===== config.mk =====
export PLATFORM = sky130hd
export DESIGN_NAME = ckg_top
export DESIGN_NICKNAME = d
export VERILOG_FILES = /design/src/hw/ckg_pkg.sv /design/src/hw/ckg_div.sv /design/src/hw/ckg_top.sv
export SDC_FILE = /design/constraint.sdc
export NUM_CORES = 1
export LEC_CHECK = 0
export BUFFER_PORTS_ARGS = -buffer_cell sky130_fd_sc_hd__buf_2
export CORE_UTILIZATION = 40
export CTS_CLUSTER_DIAMETER = 120
export CTS_CLUSTER_SIZE = 12
export DETAILED_ROUTE_END_ITERATION = 10
export HOLD_SLACK_MARGIN = 0.02
export SLEW_MARGIN = 20
export SYNTH_ARGS = -nofsm -noshare
export SYNTH_HDL_FRONTEND = slang
export SYNTH_SLANG_ARGS = --single-unit

===== constraint.sdc =====
create_clock -name mclk -period 3.3 [get_ports mclk]
set_input_delay 0.33 -clock mclk [delete_from_list [all_inputs] [get_ports mclk]]
set_output_delay 0.33 -clock mclk [all_outputs]
set_load 0.05 [all_outputs]

===== src/hw/ckg_pkg.sv =====
// Constants, types and decode functions for the clock generator control
package ckg_pkg;

  // Register addresses
  localparam logic [15:0] CKG_ADDR_SLOW   = 16'hFF58;
  localparam logic [15:0] CKG_ADDR_FAST   = 16'hFF5A;
  localparam logic [15:0] CKG_ADDR_PRESC  = 16'hFFF3;
  localparam logic [15:0] CKG_ADDR_WSEL   = 16'hFFF4;
  localparam logic [15:0] CKG_ADDR_CPUDIV = 16'hFFFB;

  // Field positions
  localparam int CKG_BIT_HALT     = 0;
  localparam int CKG_BIT_CPUDIV   = 1;
  localparam int CKG_BIT_PRESC_LO = 0;
  localparam int CKG_BIT_PRESC_HI = 1;
  localparam int CKG_BIT_WSEL_LO  = 0;
  localparam int CKG_BIT_WSEL_HI  = 1;

  // Reset values
  localparam logic [7:0] CKG_RST_SLOW   = 8'h00;
  localparam logic [7:0] CKG_RST_FAST   = 8'h00;
  localparam logic [7:0] CKG_RST_PRESC  = 8'h02;
  localparam logic [7:0] CKG_RST_CPUDIV = 8'h02;

  // Timing: system clock rate and stabilization exponents
  localparam int CKG_SYS_CLK_HZ   = 10_000_000;
  localparam int CKG_WAIT_EXP0    = 10;
  localparam int CKG_WAIT_EXP1    = 12;
  localparam int CKG_WAIT_EXP2    = 15;
  localparam int CKG_WAIT_EXP3    = 17;
  localparam int CKG_WAIT_W       = 18;
  localparam int CKG_INSTR_CLKS   = 2;

  // Divider geometry: shift 0..4, counter spans the largest ratio
  localparam int CKG_SHIFT_W = 3;
  localparam int CKG_CNT_W   = 4;

  typedef enum logic [1:0] {
    CKG_SRC_FAST = 2'b00,
    CKG_SRC_XTAL = 2'b01,
    CKG_SRC_EXT  = 2'b10
  } ckg_src_e;

  // Build-time configuration
  typedef struct packed {
    ckg_src_e   src;
    logic       slow_stoppable;
    logic [1:0] por_wait;
  } ckg_cfg_s;

  // Oscillator and pin controls
  typedef struct packed {
    logic fast_osc_en;
    logic xtal_osc_en;
    logic ext_clk_pass;
    logic slow_osc_en;
    logic wdt_src_fixed;
    logic pin1_port;
    logic pin2_port;
  } ckg_osc_s;

  typedef enum logic [2:0] {
    CKG_ST_POR   = 3'b000,
    CKG_ST_WAIT  = 3'b001,
    CKG_ST_RUN   = 3'b010,
    CKG_ST_STOP  = 3'b011,
    CKG_ST_START = 3'b100
  } ckg_state_e;

  // CPU clock shift from prescaler and CPU divider bit
  function automatic logic [CKG_SHIFT_W-1:0] ckg_cpu_shift(
    input logic [1:0] presc,
    input logic       div
  );
    case ({presc, div})
      3'b000:  ckg_cpu_shift = 3'h0;
      3'b010:  ckg_cpu_shift = 3'h1;
      3'b001:  ckg_cpu_shift = 3'h2;
      3'b100:  ckg_cpu_shift = 3'h2;
      3'b011:  ckg_cpu_shift = 3'h3;
      3'b101:  ckg_cpu_shift = 3'h4;
      default: ckg_cpu_shift = 3'h4;
    endcase
  endfunction

  // Peripheral clock shift from prescaler alone
  function automatic logic [CKG_SHIFT_W-1:0] ckg_periph_shift(
    input logic [1:0] presc
  );
    case (presc)
      2'b00:   ckg_periph_shift = 3'h0;
      2'b01:   ckg_periph_shift = 3'h1;
      default: ckg_periph_shift = 3'h2;
    endcase
  endfunction

endpackage


===== src/hw/ckg_div.sv =====
// Power-of-two clock enable divider with aligned ratio switching
`timescale 1ns/1ns
module ckg_div
  import ckg_pkg::*;
#(
  parameter int SHIFT_W = CKG_SHIFT_W,
  parameter int CNT_W   = CKG_CNT_W
)
(
  // Clock and reset
  input  wire logic               mclk,
  input  wire logic               rst,
  // Control
  input  wire logic               run,
  input  wire logic [SHIFT_W-1:0] shift_sel,
  // Enable out
  output logic                    clk_en
);

  logic [CNT_W-1:0]   cnt_r;
  logic [CNT_W-1:0]   cnt_nxt;
  logic [SHIFT_W-1:0] cur_r;
  logic [SHIFT_W-1:0] cur_nxt;
  logic               en_r;
  logic               en_nxt;

  always_comb
  begin
    cnt_nxt = run ? cnt_r + 1'b1 : '0;
    // Ratio only changes where all ratios share a boundary
    cur_nxt = (cnt_r == '0) ? shift_sel : cur_r;
    en_nxt  = run && ((cnt_r & ~({CNT_W{1'b1}} << cur_r)) == '0);
  end

  always_ff @(posedge mclk)
  begin
    if (rst)
    begin
      cnt_r <= '0;
      cur_r <= '0;
      en_r  <= 1'b0;
    end
    else
    begin
      cnt_r <= cnt_nxt;
      cur_r <= cur_nxt;
      en_r  <= en_nxt;
    end
  end

  assign clk_en = en_r;

  a_ratio_aligned: assert property (
    @(posedge mclk) disable iff (rst)
    !$stable(cur_r) |-> $past(cnt_r) == '0)
    else $error("divider ratio changed off boundary");

  a_half_spacing: assert property (
    @(posedge mclk) disable iff (rst)
    (en_r && cur_r == 3'h1 && $stable(cur_r) && run) |=> !en_r)
    else $error("divide by two enable came back to back");

endmodule


===== src/hw/ckg_top.sv =====
// Clock generator control: registers, dividers, stop and wait sequencing
`timescale 1ns/1ns
module ckg_top
  import ckg_pkg::*;
#(
  parameter int WAIT_CYC0 = 1 << CKG_WAIT_EXP0,
  parameter int WAIT_CYC1 = 1 << CKG_WAIT_EXP1,
  parameter int WAIT_CYC2 = 1 << CKG_WAIT_EXP2,
  parameter int WAIT_CYC3 = 1 << CKG_WAIT_EXP3
)
(
  // Clock and reset
  input  wire logic        mclk,
  input  wire logic        rst,
  // Build-time configuration
  input  wire ckg_cfg_s    cfg,
  // Register access
  input  wire logic [15:0] addr,
  input  wire logic [7:0]  wdata,
  input  wire logic        wr_en,
  input  wire logic        rd_en,
  output logic [7:0]       rdata,
  // Power control
  input  wire logic        stop_req,
  input  wire logic        wake_req,
  input  wire logic        osc_started_pin,
  // Clock and oscillator controls
  output ckg_osc_s         osc,
  output logic             cpu_clk_en,
  output logic             periph_clk_en,
  output logic             instr_slot,
  output logic             clk_ready
);

  // Register group
  logic       slow_halt_r;
  logic       slow_halt_nxt;
  logic       fast_halt_r;
  logic       fast_halt_nxt;
  logic [1:0] presc_r;
  logic [1:0] presc_nxt;
  logic       cpudiv_r;
  logic       cpudiv_nxt;
  logic [1:0] wsel_r;
  logic [1:0] wsel_nxt;
  logic [7:0] rdata_r;
  logic [7:0] rdata_nxt;

  // Sequencer group
  ckg_state_e            state_r;
  ckg_state_e            state_nxt;
  logic [CKG_WAIT_W-1:0] wcnt_r;
  logic [CKG_WAIT_W-1:0] wcnt_nxt;
  logic                  osc_s1_r;
  logic                  osc_s2_r;

  // Output group
  ckg_osc_s osc_r;
  ckg_osc_s osc_nxt;
  logic     half_r;
  logic     half_nxt;
  logic     slot_r;
  logic     slot_nxt;
  logic     ready_r;
  logic     ready_nxt;

  logic cpu_en;
  logic per_en;
  logic running;

  // Wait length as a terminal count
  function automatic logic [CKG_WAIT_W-1:0] wait_load(input logic [1:0] sel);
    case (sel)
      2'b00:   wait_load = CKG_WAIT_W'(WAIT_CYC0 - 1);
      2'b01:   wait_load = CKG_WAIT_W'(WAIT_CYC1 - 1);
      2'b10:   wait_load = CKG_WAIT_W'(WAIT_CYC2 - 1);
      default: wait_load = CKG_WAIT_W'(WAIT_CYC3 - 1);
    endcase
  endfunction

  function automatic logic hit(input logic [15:0] a, input logic [15:0] r);
    hit = (a == r);
  endfunction

  // Register writes and reads
  always_comb
  begin
    slow_halt_nxt = slow_halt_r;
    fast_halt_nxt = fast_halt_r;
    presc_nxt     = presc_r;
    cpudiv_nxt    = cpudiv_r;
    wsel_nxt      = wsel_r;
    rdata_nxt     = rdata_r;
    if (wr_en)
    begin
      if (hit(addr, CKG_ADDR_SLOW) && cfg.slow_stoppable)
        slow_halt_nxt = wdata[CKG_BIT_HALT];
      if (hit(addr, CKG_ADDR_FAST) && cfg.src != CKG_SRC_FAST)
        fast_halt_nxt = wdata[CKG_BIT_HALT];
      if (hit(addr, CKG_ADDR_PRESC))
        presc_nxt = wdata[CKG_BIT_PRESC_HI:CKG_BIT_PRESC_LO];
      if (hit(addr, CKG_ADDR_CPUDIV))
        cpudiv_nxt = wdata[CKG_BIT_CPUDIV];
      if (hit(addr, CKG_ADDR_WSEL))
        wsel_nxt = wdata[CKG_BIT_WSEL_HI:CKG_BIT_WSEL_LO];
    end
    if (rd_en)
    begin
      rdata_nxt = 8'h00;
      if (hit(addr, CKG_ADDR_SLOW))
        rdata_nxt[CKG_BIT_HALT] = slow_halt_r;
      if (hit(addr, CKG_ADDR_FAST))
        rdata_nxt[CKG_BIT_HALT] = fast_halt_r;
      if (hit(addr, CKG_ADDR_PRESC))
        rdata_nxt[CKG_BIT_PRESC_HI:CKG_BIT_PRESC_LO] = presc_r;
      if (hit(addr, CKG_ADDR_CPUDIV))
        rdata_nxt[CKG_BIT_CPUDIV] = cpudiv_r;
      if (hit(addr, CKG_ADDR_WSEL))
        rdata_nxt[CKG_BIT_WSEL_HI:CKG_BIT_WSEL_LO] = wsel_r;
    end
  end

  always_ff @(posedge mclk)
  begin
    if (rst)
    begin
      slow_halt_r <= CKG_RST_SLOW[CKG_BIT_HALT];
      fast_halt_r <= CKG_RST_FAST[CKG_BIT_HALT];
      presc_r     <= CKG_RST_PRESC[CKG_BIT_PRESC_HI:CKG_BIT_PRESC_LO];
      cpudiv_r    <= CKG_RST_CPUDIV[CKG_BIT_CPUDIV];
      rdata_r     <= 8'h00;
    end
    else
    begin
      slow_halt_r <= slow_halt_nxt;
      fast_halt_r <= fast_halt_nxt;
      presc_r     <= presc_nxt;
      cpudiv_r    <= cpudiv_nxt;
      rdata_r     <= rdata_nxt;
    end
  end

  // Wait select keeps whatever it holds across reset
  always_ff @(posedge mclk)
  begin
    wsel_r <= wsel_nxt;
  end

  // Oscillation-start indication from the analog side
  always_ff @(posedge mclk)
  begin
    if (rst)
    begin
      osc_s1_r <= 1'b0;
      osc_s2_r <= 1'b0;
    end
    else
    begin
      osc_s1_r <= osc_started_pin;
      osc_s2_r <= osc_s1_r;
    end
  end

  // Start, stop and stabilization sequencing
  always_comb
  begin
    state_nxt = state_r;
    wcnt_nxt  = wcnt_r;
    case (state_r)
      CKG_ST_POR:
      begin
        if (cfg.src != CKG_SRC_XTAL)
          state_nxt = CKG_ST_RUN;
        else if (osc_s2_r)
        begin
          state_nxt = CKG_ST_WAIT;
          wcnt_nxt  = wait_load(cfg.por_wait);
        end
      end
      CKG_ST_WAIT:
      begin
        if (wcnt_r == '0)
          state_nxt = CKG_ST_RUN;
        else
          wcnt_nxt = wcnt_r - 1'b1;
      end
      CKG_ST_RUN:
      begin
        if (stop_req)
          state_nxt = CKG_ST_STOP;
      end
      CKG_ST_STOP:
      begin
        if (wake_req)
          state_nxt = (cfg.src == CKG_SRC_XTAL) ? CKG_ST_START
                                                : CKG_ST_RUN;
      end
      CKG_ST_START:
      begin
        if (osc_s2_r)
        begin
          state_nxt = CKG_ST_WAIT;
          wcnt_nxt  = wait_load(wsel_r);
        end
      end
      default:
      begin
        state_nxt = CKG_ST_POR;
        wcnt_nxt  = '0;
      end
    endcase
  end

  always_ff @(posedge mclk)
  begin
    if (rst)
    begin
      state_r <= CKG_ST_POR;
      wcnt_r  <= '0;
    end
    else
    begin
      state_r <= state_nxt;
      wcnt_r  <= wcnt_nxt;
    end
  end

  assign running = (state_r == CKG_ST_RUN);

  // Clock enables for CPU and peripheral domains
  ckg_div u_cpu_div (
    .mclk      (mclk),
    .rst       (rst),
    .run       (running),
    .shift_sel (ckg_cpu_shift(presc_r, cpudiv_r)),
    .clk_en    (cpu_en)
  );

  ckg_div u_per_div (
    .mclk      (mclk),
    .rst       (rst),
    .run       (running),
    .shift_sel (ckg_periph_shift(presc_r)),
    .clk_en    (per_en)
  );

  // Oscillator, pin and instruction slot controls
  always_comb
  begin
    osc_nxt.fast_osc_en   = (cfg.src == CKG_SRC_FAST)
                            ? (state_r != CKG_ST_STOP)
                            : !fast_halt_r;
    osc_nxt.xtal_osc_en   = (cfg.src == CKG_SRC_XTAL)
                            && (state_r != CKG_ST_STOP);
    osc_nxt.ext_clk_pass  = (cfg.src == CKG_SRC_EXT)
                            && (state_r != CKG_ST_STOP);
    osc_nxt.slow_osc_en   = !(cfg.slow_stoppable && slow_halt_r);
    osc_nxt.wdt_src_fixed = !cfg.slow_stoppable;
    osc_nxt.pin1_port     = (cfg.src == CKG_SRC_FAST);
    osc_nxt.pin2_port     = (cfg.src != CKG_SRC_XTAL);
    half_nxt  = cpu_en ? !half_r : half_r;
    slot_nxt  = cpu_en && half_r;
    ready_nxt = running;
  end

  always_ff @(posedge mclk)
  begin
    if (rst)
    begin
      osc_r   <= '0;
      half_r  <= 1'b0;
      slot_r  <= 1'b0;
      ready_r <= 1'b0;
    end
    else
    begin
      osc_r   <= osc_nxt;
      half_r  <= half_nxt;
      slot_r  <= slot_nxt;
      ready_r <= ready_nxt;
    end
  end

  assign osc           = osc_r;
  assign rdata         = rdata_r;
  assign cpu_clk_en    = cpu_en;
  assign periph_clk_en = per_en;
  assign instr_slot    = slot_r;
  assign clk_ready     = ready_r;

  a_stop_halts: assert property (
    @(posedge mclk) disable iff (rst)
    state_r == CKG_ST_STOP |=> !osc_r.xtal_osc_en && !osc_r.ext_clk_pass)
    else $error("source still active in stop mode");

  a_fast_pins: assert property (
    @(posedge mclk) disable iff (rst)
    osc_r.pin1_port |-> osc_r.pin2_port && !osc_r.xtal_osc_en)
    else $error("pin release inconsistent with fast source");

  a_ext_pins: assert property (
    @(posedge mclk) disable iff (rst)
    (cfg.src == CKG_SRC_EXT && $stable(cfg))
    |=> !osc_r.pin1_port && osc_r.pin2_port)
    else $error("external clock pin release wrong");

  a_slow_locked: assert property (
    @(posedge mclk) disable iff (rst)
    (!cfg.slow_stoppable && $stable(cfg))
    |=> osc_r.slow_osc_en && osc_r.wdt_src_fixed)
    else $error("slow oscillator not locked on");

  a_slow_reset: assert property (
    @(posedge mclk)
    rst |=> !slow_halt_r && !fast_halt_r)
    else $error("mode registers not cleared by reset");

  a_div_reset: assert property (
    @(posedge mclk)
    rst |=> presc_r == 2'b10 && cpudiv_r)
    else $error("divider registers not 02H after reset");

  a_fast_ignored: assert property (
    @(posedge mclk) disable iff (rst)
    (wr_en && addr == CKG_ADDR_FAST && cfg.src == CKG_SRC_FAST)
    |=> $stable(fast_halt_r))
    else $error("fast register written under fast source");

  a_no_wait: assert property (
    @(posedge mclk) disable iff (rst)
    (state_r == CKG_ST_STOP && wake_req && cfg.src != CKG_SRC_XTAL)
    |=> state_r == CKG_ST_RUN)
    else $error("wait inserted for non crystal source");

  a_wait_after_start: assert property (
    @(posedge mclk) disable iff (rst)
    (state_r == CKG_ST_START && !osc_s2_r) |=> state_r != CKG_ST_WAIT)
    else $error("wait counted before oscillation start");

  a_wait_held: assert property (
    @(posedge mclk) disable iff (rst)
    (state_r == CKG_ST_START && osc_s2_r && wsel_r == 2'b00)
    |=> (state_r == CKG_ST_WAIT) [*8])
    else $error("stabilization wait ended early");

  a_instr_pair: assert property (
    @(posedge mclk) disable iff (rst)
    slot_r |-> $past(cpu_en) && !$past(slot_r))
    else $error("instruction slot not on second CPU clock");

endmodule


# Word-level counts from Yosys, hierarchy flattened
# Cells that the tools add are included.
# word_totals
ff_bits,58
input_bits,36
elab_cells,122
# op_classes
add_sub_neg,3
n_eq_ne,29
n_shift,2
n_mux,22
n_bitwise,6
n_reduce_logical,34
# ops
op,count
$pmux 17 s3,2
$eq 16x16->1 const B,5
$mux 18,4
$pmux 18 s4,1
$logic_not 18->1,1
$mux 3,6
$sub 18x1->18 const B,1
$logic_not 4->1,4
$pmux 3 s5,1
$ne 2x2->1 const B,7
$eq 3x2->1 const B,4
$pmux 3 s4,1
$reduce_and 2->1,5
$add 4x1->4 const B,2
$and 4x4->4,2
$eq 2x1->1 const B,4
$logic_and 1x1->1,8
$logic_not 2->1,4
$not 4->4,2
$shl 4x3->4 const A,2
$eq 2x2->1 const B,3
$eq 3x1->1 const B,2
$eq 3x3->1 const B,2
$logic_not 3->1,2
11 further kinds,21

# Logic depth before layout (Yosys ltp)
# depth
depth_word,6
mapped_depth,8
depth_no_buf,7

# Hierarchy
# A second synthesis with hierarchy kept.
# hier_totals
cells_unflattened,348
hier_area_um2,2965.3
# by_module_without_submodules
module,instances,cells_each,area_each_um2,seq_area_each_um2
ckg_top,1,280,2304.7,860.8
ckg_div,2,34,330.3,160.2

# Worst setup path before layout
# No wires, ideal clock.
# synth_path
kind,register -> register
startpoint,register wcnt_r[0]
endpoint,register wcnt_r[16]
arrival_time_ns,2.196
t_required_ns,3.178
setup_slack_ns,0.982
path_stages_with_launch,8
n_path_buf,0
synth_period_minus_slack_ns,2.318
path_cell_list,dfxtp_1 -> inv_1 -> ha_1 -> or4b_1 -> or3_4 -> o31ai_4 -> nand2_2 -> a221o_1
# synth_between
elab_chain_len,3
word_cells_on_any_way,6
cone_classes,1 x add/sub; 1 x eq/ne; 2 x mux; 2 x reduce/logical
# synth_rtl
item,line,source
from (decl),ckg_top.sv:52,logic [CKG_WAIT_W-1:0] wcnt_r;
from (signal assigned),ckg_top.sv:224,wcnt_r <= wcnt_nxt;
$sub 18x1->18 or $logic_not 18->1 (tied branches),"ckg_top.sv:185, ckg_top.sv:182",
$mux 18 or $ne 2x2->1 (tied branches),n/a,
$pmux 18 s4 or $reduce_and 5->1 (tied branches),n/a,
# Parallel ways exist; a longest one is shown, timed or not. The select of a mux whose other input is x is not followed.
# A chain may end at the register's enable or synchronous reset.

# Worst setup path in the final report
# layout_path
startpoint,register wcnt_r[0]
endpoint,register wcnt_r[0]
# The elaborated chain is that of the path after synthesis.

==> out/summary.txt <==
Status - finished, final reports clean
IO buf count - 42
Worst VDD drop - 0.3257 mV
Die area - 7611 um^2
Yosys top cell by area - dfxtp_1
Ys async rst share - 0%
Main flop type after synthesis - dfxtp_1
Pwr/cell area - 731.0 nW/um^2
Leakage - 1.394 nW
EDFF count, synth - 2
Crit. Startpoint - wcnt_r[0]$_SDFFE_PP0P_
Hold Path Origin - cfg[2]
Clock transition at path regs - 70 ps
Die Span Y - 87.24 um
Combinational Power Share - 40.4%
Core Region - 6907 um^2
Synth cell types - 59
CTS tree - yes
CTS resizes - 0
Hold Violations, Final - 0
Clk root buf - clkbuf_8
Clock power frac - 24.4%
Synth area leaders - dfxtp_1 38%, nor2_1 5.6%, a21oi_1 4.0%
Syn avg cell area - 8.524 um^2
Wirelength per Cell - 13.73 um
Core Rows - 30
H-tree depth - 3
DP HPWL - 4.596 mm
Seq cells post-synth - 57
Int Pwr - 0.001393 W
Clock sinks - 57
Worst-path maximum fanout - 11
Vias in the first global route - 2400
Most frequent cells in the layout - 55 x dfxtp_1, 43 x nor2_1, 42 x buf_2
Ant diodes - 0
DR vias/cell - 5.645
Setup violators final - 0
Critical path class - reg2reg
Largest net degree at the start of global routing - 48
Vias - 2704
Drt initial violations - 173
Initial antenna violation count - 0
Clock Skew - 8.893 ps
NetSw - 0.001043 W
Starting Density - 42.08%
Worst slew pin tran - 877.6 ps
Most common library cell in the layout ignoring fill and taps - dfxtp_1
Max-cap violations - 0
Top cell type's share of synthesized area - 37.88%
Hold Crit Class - in2reg
Final net count - 419
CP Launch Type - flop
WL met1 - 3.047 mm
Gr ovfl total - 0
Sw Ratio - 42.81%
RePlAce Congestion - 0.8465
Final setup TNS - 0 ps
Met2 WL - 3.013 mm
Min Clock Period, post-route - 2572 ps
First-pass GRT wire length - 11.07 mm
Post-route ant nets - 0
Sequential area share after synthesis - 39.95%
Synthesized area - 2907 um^2
Design Area, Final - 3332 um^2
Deepest clock path buffer count - 2
I/O Pins - 55
Pre-CTS setup slack - 761.7 ps
Setup slack after layout - 727.9 ps
Worst path arrival time - 2830 ps
Reg2reg start - wcnt_r[0]$_SDFFE_PP0P_
Area after DPL - 3152 um^2
YS warnings - 0
Syn-to-layout area delta - 14.64%
Met3 WL post-DR - 378 um
Postcts setup bufs - 0
Setup crit end kind - flop
Hold Buf Count CTS - 0
DR top layer - met4
First drt pass iteration count - 4
Fill cells - 711
DRC Markers - 0
Share of layout cells above drive strength 1 - 17.75%
Die X - 87.24 um
Final period utilization - 77.94%
Gate Count Post-Synth - 341
Worst-Skew Late Latency - 340 ps
Setup repair after global routing missed its margin - false
Worst EP required - 3560 ps
Slew Viols, Final - 0
F_max - 388.8 MHz
Slew headroom - 41.49%
DRT Wirelength - 6.576 mm
Sequential Power Share - 35.2%
GRT Total Usage - 18.69%
Num CTS Buffers - 9
layer usage:
metal	vias up	global-route usage [%]
li1	1336	-
met5	-	0
met2	92	29.26
met1	1265	23.99
met3	11	4.265
met4	0	9.687
state kept, by name (all words and copies together), names as in the netlist, 2 cells and up:
register,count
wcnt_r,18
u_cpu_div.cnt_r,4
u_per_div.cur_r,2
state_r,3
u_cpu_div.cur_r,3
u_per_div.cnt_r,4
rdata,2
wsel_r,2
osc,7
presc_r,2
cells in the mapped netlist (3+ instances only):
library cell,instances
a211oi_1,6
a21oi_1,23
a22o_1,3
a31oi_1,6
and3_1,3
buf_4,6
clkbuf_1,11
dfxtp_1,55
ha_1,5
inv_1,13
mux2i_1,9
nand2_1,12
nand2b_1,9
nand3_1,14
nand4_1,7
nor2_1,43
nor2b_1,6
nor3_1,16
nor3b_1,4
nor4_1,4
o211a_1,3
o211ai_1,3
o21ai_0,8
o221ai_1,4
o311ai_0,5
o31ai_1,10
or4_1,5
xnor2_1,3
metrics by stage:
stage | hold WS, ps | total power, W | cells | utilization (%)
2_1_floorplan | 402.4 | 0.001628 | 346 | -
3_3_place_gp | 436.6 | 0.001837 | 463 | 45.63
3_5_place_dp | 425.3 | 0.001841 | 463 | 45.63
4_1_cts | 164.5 | 0.002442 | 479 | 48.24
5_1_grt | 179.2 | 0.002603 | 479 | 48.24
6_report | 175.5 | 0.002436 | 479 | 48.24
layout make-up:
type	count	area, um^2	area share [%]
Multi-Input combinational cell	255	1612	48.37
Sequential cell	57	1161	34.85
Timing Repair Buffer	42	210.2	6.309
Clock buffer	10	137.6	4.131
Tap cell	96	120.1	3.605
Inverter	13	48.80	1.465
Clock inverter	6	42.54	1.277
cell families (layout without fill, tap and decap cells):
| family | after synthesis | count (layout) | synth area share (%) |
|---|---|---|---|
| compound gates | 89 | 89 | 21.95 |
| xor+xnor | 5 | 5 | 1.507 |
| fa+ha+maj | 5 | 5 | 2.152 |
| buf+inv | 34 | 71 | 5.252 |
| flops | 57 | 57 | 39.95 |
| mux | 11 | 11 | 3.874 |
| other cells | 1 | 6 | 0.1290 |
| simple gates | 139 | 139 | 25.18 |
power by group through the flow:
stage | Clock (W) | Combinational [W] | Sequential, W
2_1_floorplan | 0 | 0.000742 | 0.000886
3_3_place_gp | 0 | 0.000968 | 0.000869
3_5_place_dp | 0 | 0.000970 | 0.000871
4_1_cts | 0.000611 | 0.000976 | 0.000856
5_1_grt | 0.000645 | 0.00109 | 0.000870
6_report | 0.000595 | 0.000984 | 0.000857
worst max-delay path, stage by stage, from the launching register on:
cell and delay, ps:
dfxtp_1 310, inv_1 100, ha_1 250, or4b_1 580, nor3_2 360, and3_1 490
a2111oi_0 140, a211oi_1 250
final timing paths:
| kind | end | slack [ps] | depth (start not counted) |
|---|---|---|---|
| setup / recovery | wcnt_r[0]$_SDFFE_PP0P_ | 730 | 7 |
| hold / removal | osc[2]$_SDFF_PP0_ | 180 | 2 |
| setup reg to reg | wcnt_r[0]$_SDFFE_PP0P_ | 730 | 7 |
| hold reg to reg | osc_s2_r$_SDFF_PP0_ | 440 | 1 |
(Power assumes the default switching activity.)
